$ cat src/rtl/pwm_defs.vh
`ifndef PWM_DEFS_VH
`define PWM_DEFS_VH

// Base clock synthesis from the 100 MHz system clock
`define CLK_FREQ_KHZ 17'd100000
`define BASE_FREQ_KHZ 17'd9840

// Base-clock prescalers
`define PWM_TICK_DIV 4'd8
`define PULSE_TICK_DIV 5'd16

// Reset values of held words and flags
`define PERIOD_RESET 16'h0000
`define ON_TIME_RESET 16'h0000
`define RATE_RESET 16'h0000
`define COUNT_RESET 16'h0000
`define DONE_RESET 1'b0

// Widths
`define WORD_W 16
`define ACC_W 17

`endif

$ cat src/rtl/pwm_and_pulse_train_output.v
`timescale 1ns/1ps
`include "pwm_defs.vh"

// Functional notes
// Waveform repetition rate follows the period word, about 19 Hz to 2 kHz.
// High portion of each period follows the on-time word, 0 to 100 percent; the code's minimum is one tick high, at M = 0.
// Period word N gives 9.84 MHz / (8 * (N + 1)).
// Output stays high for M + 1 ticks of 9.84 MHz / 8.
// Output is low for the rest of each period.
// All parameter words are 16-bit unsigned patterns.
// PWM keeps running unchanged when the controller goes from run to stop.
// PWM settings and state survive power loss and resume afterwards.
// Pulse-train rate follows the pulse-rate word, roughly 10 Hz to 2 kHz.
// Pulse-rate word P gives 9.84 MHz / (16 * (P + 1)).
// Each started burst emits exactly the pulse-count number of pulses.
// Program loads rate and count, then sets the start bit to begin a burst.
// Completion flag clears when a burst begins.
// After the last pulse, completion flag sets and start bit is cleared.
// An active pulse train keeps running when leaving run mode.
// An active pulse train survives a power cycle and resumes afterwards.
// Zero period or rate word leaves that generator idle, output low.
// New period and on-time load only at a period boundary.
module pwm_and_pulse_train_output (
  input wire clk,
  input wire sys_rst,
  input wire [`WORD_W-1:0] pwm_period_word,
  input wire [`WORD_W-1:0] pwm_on_time_word,
  input wire [`WORD_W-1:0] pulse_rate_word,
  input wire [`WORD_W-1:0] pulse_count_word,
  input wire pulse_start_bit,
  input wire pwm_enable,
  input wire pulse_enable,
  input wire run_mode,
  input wire power_ok,
  output reg pulse_done_flag,
  output reg pulse_start_clear,
  output reg pulse_busy,
  output reg fast_dc_output
);

  localparam ST_IDLE = 2'd0;
  localparam ST_HIGH = 2'd1;
  localparam ST_LOW = 2'd2;

  // Power-good pin crosses in through three flops, then a fourth that follows only when the last two agree
  reg pwr_s1_q;
  reg pwr_s2_q;
  reg pwr_s3_q;
  reg pwr_ok_q;

  always @(posedge clk) begin
    if (sys_rst) begin
      pwr_s1_q <= 1'b0;
      pwr_s2_q <= 1'b0;
      pwr_s3_q <= 1'b0;
      pwr_ok_q <= 1'b0;
    end else begin
      pwr_s1_q <= power_ok;
      pwr_s2_q <= pwr_s1_q;
      pwr_s3_q <= pwr_s2_q;
      if (pwr_s2_q == pwr_s3_q) begin
        pwr_ok_q <= pwr_s3_q;
      end
    end
  end

  // Nothing advances while power is out, so counters, generator states and outputs are simply held
  wire run_en = pwr_ok_q; // see

  // Run/stop mode is deliberately not looked at by any generator
  wire unused_run = run_mode; // see

  // Fractional accumulator makes a 9.84 MHz enable with no long-term drift
  reg [`ACC_W-1:0] acc_q;
  reg base_tick_q;
  wire [`ACC_W-1:0] acc_sum = acc_q + `BASE_FREQ_KHZ;

  always @(posedge clk) begin
    if (sys_rst) begin
      acc_q <= {`ACC_W{1'b0}};
      base_tick_q <= 1'b0;
    end else if (run_en) begin
      if (acc_sum >= `CLK_FREQ_KHZ) begin
        acc_q <= acc_sum - `CLK_FREQ_KHZ;
        base_tick_q <= 1'b1;
      end else begin
        acc_q <= acc_sum;
        base_tick_q <= 1'b0;
      end
    end else begin
      base_tick_q <= 1'b0;
    end
  end

  // Divide base by 8 for the PWM; the pulse train runs its own divide-by-8 prescaler below
  reg [3:0] pre_q;
  reg tick8_q;
  wire pre_wrap = (pre_q == `PWM_TICK_DIV - 4'd1);

  always @(posedge clk) begin
    if (sys_rst) begin
      pre_q <= 4'd0;
      tick8_q <= 1'b0;
    end else begin
      tick8_q <= base_tick_q & pre_wrap;
      if (base_tick_q) begin
        pre_q <= pre_wrap ? 4'd0 : pre_q + 4'd1;
      end
    end
  end

  // PWM generator
  reg [`WORD_W-1:0] per_q;
  reg [`WORD_W-1:0] on_q;
  reg [`WORD_W-1:0] pwm_cnt_q;
  reg pwm_run_q;
  reg pwm_out_q;
  wire pwm_boundary = (pwm_cnt_q == per_q);

  always @(posedge clk) begin
    if (sys_rst) begin
      per_q <= `PERIOD_RESET;
      on_q <= `ON_TIME_RESET;
      pwm_cnt_q <= {`WORD_W{1'b0}};
      pwm_run_q <= 1'b0;
      pwm_out_q <= 1'b0;
    end else if (!pwm_run_q) begin
      // Idle: pick up words and start at count zero
      per_q <= pwm_period_word;
      on_q <= pwm_on_time_word;
      pwm_cnt_q <= {`WORD_W{1'b0}};
      pwm_out_q <= 1'b0;
      // Start on a slow tick so the first high time is not cut short
      if (tick8_q && pwm_enable && pwm_period_word != {`WORD_W{1'b0}} && run_en) begin
        pwm_run_q <= 1'b1;
        pwm_out_q <= 1'b1;
      end
    end else if (tick8_q) begin
      if (pwm_boundary) begin
        // Settings change only between periods, never inside one
        per_q <= pwm_period_word;
        on_q <= pwm_on_time_word;
        pwm_cnt_q <= {`WORD_W{1'b0}};
        if (!pwm_enable || pwm_period_word == {`WORD_W{1'b0}}) begin
          pwm_run_q <= 1'b0;
          pwm_out_q <= 1'b0;
        end else begin
          pwm_out_q <= 1'b1;
        end
      end else begin
        pwm_cnt_q <= pwm_cnt_q + 16'h0001; // see
        // High for counts 0..M, low for M+1..N; M >= N gives full duty
        pwm_out_q <= (pwm_cnt_q + 16'h0001 <= on_q); // see see
      end
    end
  end

  // Pulse-train generator
  reg [1:0] pt_state_q;
  reg [1:0] pt_state_d;
  reg [`WORD_W-1:0] rate_q;
  reg [`WORD_W-1:0] left_q;
  reg [`WORD_W:0] half_q;
  reg start_prev_q;
  reg pt_out_q;
  wire start_rise = pulse_start_bit & ~start_prev_q;
  wire half_end = (half_q == {1'b0, rate_q});
  wire pt_begin = (pt_state_q == ST_IDLE) && start_rise && pulse_enable && run_en;
  wire pt_go = pt_begin && pulse_rate_word != 16'h0000 && pulse_count_word != 16'h0000;

  // Own prescaler phase, restarted at each burst, so the first half is full length
  reg [3:0] pt_pre_q;
  reg pt_tick_q;
  wire pt_pre_wrap = (pt_pre_q == `PWM_TICK_DIV - 4'd1);

  always @(posedge clk) begin
    if (sys_rst) begin
      pt_pre_q <= 4'd0;
      pt_tick_q <= 1'b0;
    end else if (pt_begin) begin
      pt_pre_q <= 4'd0;
      pt_tick_q <= 1'b0;
    end else begin
      pt_tick_q <= base_tick_q & pt_pre_wrap;
      if (base_tick_q) begin
        pt_pre_q <= pt_pre_wrap ? 4'd0 : pt_pre_q + 4'd1;
      end
    end
  end

  // Each half-period is P+1 ticks of base/8, giving base/(16(P+1))
  always @* begin
    pt_state_d = pt_state_q;
    case (pt_state_q)
      ST_IDLE: begin
        if (pt_begin && pulse_rate_word != 16'h0000 && pulse_count_word != 16'h0000) begin
          pt_state_d = ST_HIGH;
        end
      end
      ST_HIGH: begin
        if (pt_tick_q && half_end) begin
          pt_state_d = ST_LOW;
        end
      end
      ST_LOW: begin
        if (pt_tick_q && half_end) begin
          pt_state_d = (left_q == 16'h0001) ? ST_IDLE : ST_HIGH;
        end
      end
      default: begin
        pt_state_d = ST_IDLE;
      end
    endcase
  end

  always @(posedge clk) begin
    if (sys_rst) begin
      pt_state_q <= ST_IDLE;
      rate_q <= `RATE_RESET;
      left_q <= `COUNT_RESET;
      half_q <= {(`WORD_W+1){1'b0}};
      start_prev_q <= 1'b0;
      pt_out_q <= 1'b0;
      pulse_done_flag <= `DONE_RESET;
      pulse_start_clear <= 1'b0;
    end else begin
      pt_state_q <= pt_state_d;
      // Edge, not level, so a start bit not yet cleared cannot retrigger
      start_prev_q <= pulse_start_bit;
      pulse_start_clear <= 1'b0;
      if (pt_begin) begin
        pulse_done_flag <= 1'b0;
        rate_q <= pulse_rate_word; // see
        left_q <= pulse_count_word;
        half_q <= {(`WORD_W+1){1'b0}};
        if (pulse_rate_word == 16'h0000 || pulse_count_word == 16'h0000) begin
          // Nothing to send: finish at once rather than divide by zero
          pulse_done_flag <= 1'b1;
          pulse_start_clear <= 1'b1;
        end else begin
          pt_out_q <= 1'b1;
        end
      end else if (pt_state_q != ST_IDLE && pt_tick_q) begin
        if (half_end) begin
          half_q <= {(`WORD_W+1){1'b0}};
          if (pt_state_q == ST_HIGH) begin
            pt_out_q <= 1'b0;
          end else if (left_q == 16'h0001) begin
            left_q <= 16'h0000;
            pulse_done_flag <= 1'b1;
            pulse_start_clear <= 1'b1;
          end else begin
            left_q <= left_q - 16'h0001;
            pt_out_q <= 1'b1;
          end
        end else begin
          half_q <= half_q + 17'h0_0001;
        end
      end
    end
  end

  // Output mux: an active burst owns the pin, else PWM
  always @(posedge clk) begin
    if (sys_rst) begin
      pulse_busy <= 1'b0;
      fast_dc_output <= 1'b0;
    end else begin
      pulse_busy <= (pt_state_d != ST_IDLE);
      // A refused start must not leave a one-cycle runt on the pin
      if (pt_state_q != ST_IDLE || pt_go) begin
        fast_dc_output <= pt_out_q | pt_go;
      end else begin
        fast_dc_output <= pwm_out_q;
      end
    end
  end

endmodule // pwm_and_pulse_train_output

$ cat config.mk
export PLATFORM = sky130hd
export DESIGN_NAME = pwm_and_pulse_train_output
export DESIGN_NICKNAME = d
export VERILOG_FILES = /design/src/rtl/pwm_and_pulse_train_output.v
export VERILOG_INCLUDE_DIRS = /design/src /design/src/rtl
export SDC_FILE = /design/constraint.sdc
export NUM_CORES = 1
export LEC_CHECK = 0
export ABC_AREA = 1
export BUFFER_PORTS_ARGS = -buffer_cell sky130_fd_sc_hd__buf_2
export CAP_MARGIN = 20
export CELL_PAD_IN_SITES_DETAIL_PLACEMENT = 1
export CELL_PAD_IN_SITES_GLOBAL_PLACEMENT = 1
export CORE_ASPECT_RATIO = 0.5
export CORE_MARGIN = 1
export CORE_UTILIZATION = 43
export DETAILED_ROUTE_END_ITERATION = 8
export PLACE_DENSITY_LB_ADDON = 0.3
export SLEW_MARGIN = 25
export SYNTH_ARGS = -nofsm -noshare
export SYNTH_HDL_FRONTEND = slang
export SYNTH_SLANG_ARGS = --single-unit
$ cat constraint.sdc
create_clock -name clk -period 2.65 [get_ports clk]
set_clock_uncertainty 0.05 [all_clocks]
set_input_delay 0.795 -clock clk [delete_from_list [all_inputs] [get_ports clk]]
set_output_delay 0.795 -clock clk [all_outputs]
set_load 0.03 [all_outputs]
==> out/results.ini <==
[clock_tree]
clock_path_buffers=2
path_clk_slew_ns=0.06
root_buffer=clkbuf_16
cts_tree=done
cts_buffers=17
h-tree-depth=4
clkSinkCount=135
hold_buffers=0
clk_latency_ns=0.43

[global_routing]
grt_pass1_vias=7947
use_met2_pct=48.6
antenna_found_initial=0
top_usage_layer=met2
grt_pass1_wl_microns=37700
grt_use_total_pct=26.4
grtUsageMet3_pct=4.81
grtUsageMet1_pct=30.7
grt_start_max_net_pins=61
grt_remaining_overflow=0

[floorplanning]
rows=33
dieArea_sq_um=18200
core_region_area_sq_um=16800
initial_core_util_pct=45.2
die_y_microns=96.0
pin_count=75
fp.dieW_microns=190

[worst_setup_path]
cp_top_family=simple AND/OR/NAND/NOR gates
cp_max_fo=4
cp_slowest_stage_delay_ns=0.37
arrival_ns=3.14
crit_path_end_kind=register
critical_path_required_ns=2.93
path_cells=nand2_2, nor2_4, nand3_4, nor4_4, nand2_2, nor2_4, nand3_1, nand2_1, nand2_2, ha_4, nand4_1, inv_2, nand2_1, o211ai_1, a31oi_1, nor4_1, buf_4, nor2_1
worst-path-buf-inv=2
cpMostUsedCell=nand2_2
path_class=register to register
crit_slowest_cell=dfxtp_4
startpoint_type=register

[route]
vias=7527
viasPerCell=5.29
drt-total-wl_microns=23100
drtPass1Iterations=4
ant_nets=0
post-route-drc-count=0
drtIter0Drc=231
wl_per_cell_microns=16.3

[place]
dp_hpwl_microns=16300
gp_congestion=0.880
port_buffers=73

[timing]
slew_viol_final=0
fmax_mhz=350
hold_violations=0
max-slew-margin-rel_pct=52.9
fin_crit_ns=2.86
rsz0062_at_grt=yes
final-setup-viol-count=1
fin_crit_sh_pct=108
fin_tns_setup_ns=-0.209
tightestPinTransition_ns=0.707
layout_setup_ws_ns=-0.209

[power]
p_leak_nw=3.93
power.net_switching_mw=1.10
comb_power_share_pct=4.3
seq_power_share_pct=44.0
irDropWorstVdd_mv=0.472
intPower_mw=3.62
powerDensity_nw_per_um2=520
total_power_mw=4.72
clkPwrFrac_pct=51.7
switching_share_pct=23.2

[synth]
avgSynthCellArea_sq_um=7.00
syn_inst=1085
yosysUniqueCellTypes=49
synth_seq_cells=135
ys_seq_area_share_pct=35.6
synth_nets=1181
yosys_warnings=0
syn_area_sq_um=7590

[cells_and_area]
drive_gt1_share_pct=18.9
final_common_cell=nand2_1
antennaDiodeCount=0
nets=1278
area_growth_pct=19.6
final_cell_mix=nand2_1, dfxtp_1, inv_1

[run]
maxCapViolCount=0

[hold_path]
hold_class=register to register

[run_status]
outcome=complete, but fails checks
violations=negative setup slack

metrics by stage:
step,hold slack (ns),setup WS [ns],cell area (sq um),util (%),cells
floorplan,0.338,0.248,7590,-,1085
global placement,0.350,0.0107,8350,49.7,1385
detailed placement,0.362,-0.107,8350,49.7,1385
CTS,0.371,-0.0919,8970,53.4,1417
global route,0.405,-0.376,9080,54.0,1422
finish,0.374,-0.209,9080,54.0,1422
sequential cells by signal, summed over array words and instances, names as in the netlist, 2 cells and up:
register and count:
pre_q 4, pt_pre_q 4, acc_q 13, per_q 16, on_q 16, rate_q 16, pt_state_q 2, left_q 16
pwm_cnt_q 16, half_q 17
power groups by stage:
stage / registers [mW] / logic (mW) / clock network (mW)
after floorplan: 2.12 / 0.0960 / 0
after global placement: 2.12 / 0.187 / 0
after detailed placement: 2.12 / 0.195 / 0
after CTS: 2.08 / 0.200 / 2.48
after global routing: 2.08 / 0.224 / 2.56
final: 2.08 / 0.202 / 2.44
metal layers:
| metal | routed length [microns] | part of all wire (%) |
|---|---|---|
| met3 | 733 | 3.2 |
| met4 | 565 | 2.4 |
| met5 | 0 | 0 |
| met2 | 11600 | 50 |
| met1 | 10200 | 44 |
synth_stat cells (all sizes together):
cell,count,share of area (%)
nor2,83,4.9
xor2,28,3.4
a2111oi,1,0.12
or2,2,0.16
a31o,1,0.12
and3,1,0.082
nand2,286,16
o21a,6,0.59
nand3b,2,0.20
o2111ai,1,0.12
nand3,82,5.8
o21ai,51,3.4
a211oi,6,0.59
o21bai,2,0.20
buf,14,1.1
o211ai,3,0.30
nor4,16,1.6
xnor2,25,2.9
o22ai,3,0.25
clkbuf,24,1.2
inv,128,6.3
dfxtp,135,36
clkinv,3,0.16
a31oi,3,0.25
o31ai,1,0.099
nor3,19,1.3
a21oi,112,7.6
nor3b,6,0.59
nand4,16,1.3
ha,25,4.1
area by class of cell:
| cell class | instances | area [sq um] |
|---|---|---|
| multi-input cells | 781 | 4290 |
| flip-flops and latches | 135 | 2710 |
| clock buffers | 21 | 480 |
| well taps | 227 | 284 |
| fillers | 2196 | 7730 |
| clock inverters | 11 | 123 |
| repair buffers | 116 | 692 |
| inverters | 131 | 493 |
worst min-delay path, delay by kind of cell (launching register included):
| family | cells | cell delay (ns) |
|---|---|---|
| buf+inv | 1 | 0.05 |
| flops | 1 | 0.30 |
| simple gates | 1 | 0.03 |
path summary, 6_finish.rpt:
| check | cells past startpoint | slack [ns] | to | startpoint |
|---|---|---|---|---|
| worst max-delay path | 18 | -0.21 | pwm_out_q | pwm_cnt_q[0] |
| worst max register to register | 18 | -0.21 | pwm_out_q | pwm_cnt_q[0] |
| worst min-delay path | 2 | 0.37 | pwr_s2_q | pwr_s1_q |
| worst min register to register | 2 | 0.37 | pwr_s2_q | pwr_s1_q |
kinds of logic after synthesis:
| group | count (synthesis) | synth area share, % |
|---|---|---|
| DFF | 135 | 35.6 |
| AOI/OAI and AO/OA | 190 | 13.6 |
| xor gates and xnor gates | 53 | 6.31 |
| and+or+nand+nor | 513 | 31.6 |
| buffers and inverters | 169 | 8.75 |
| adders and majority gates | 25 | 4.12 |
timing repair:
item | 4_1_cts | 5_1_grt
buffers inserted | 0 | 5
pin swaps | 0 | 11
resized for setup | 5 | 15
setup endpoints to repair | 1 | 11
Note: power is estimated with default switching activity, not from simulation.
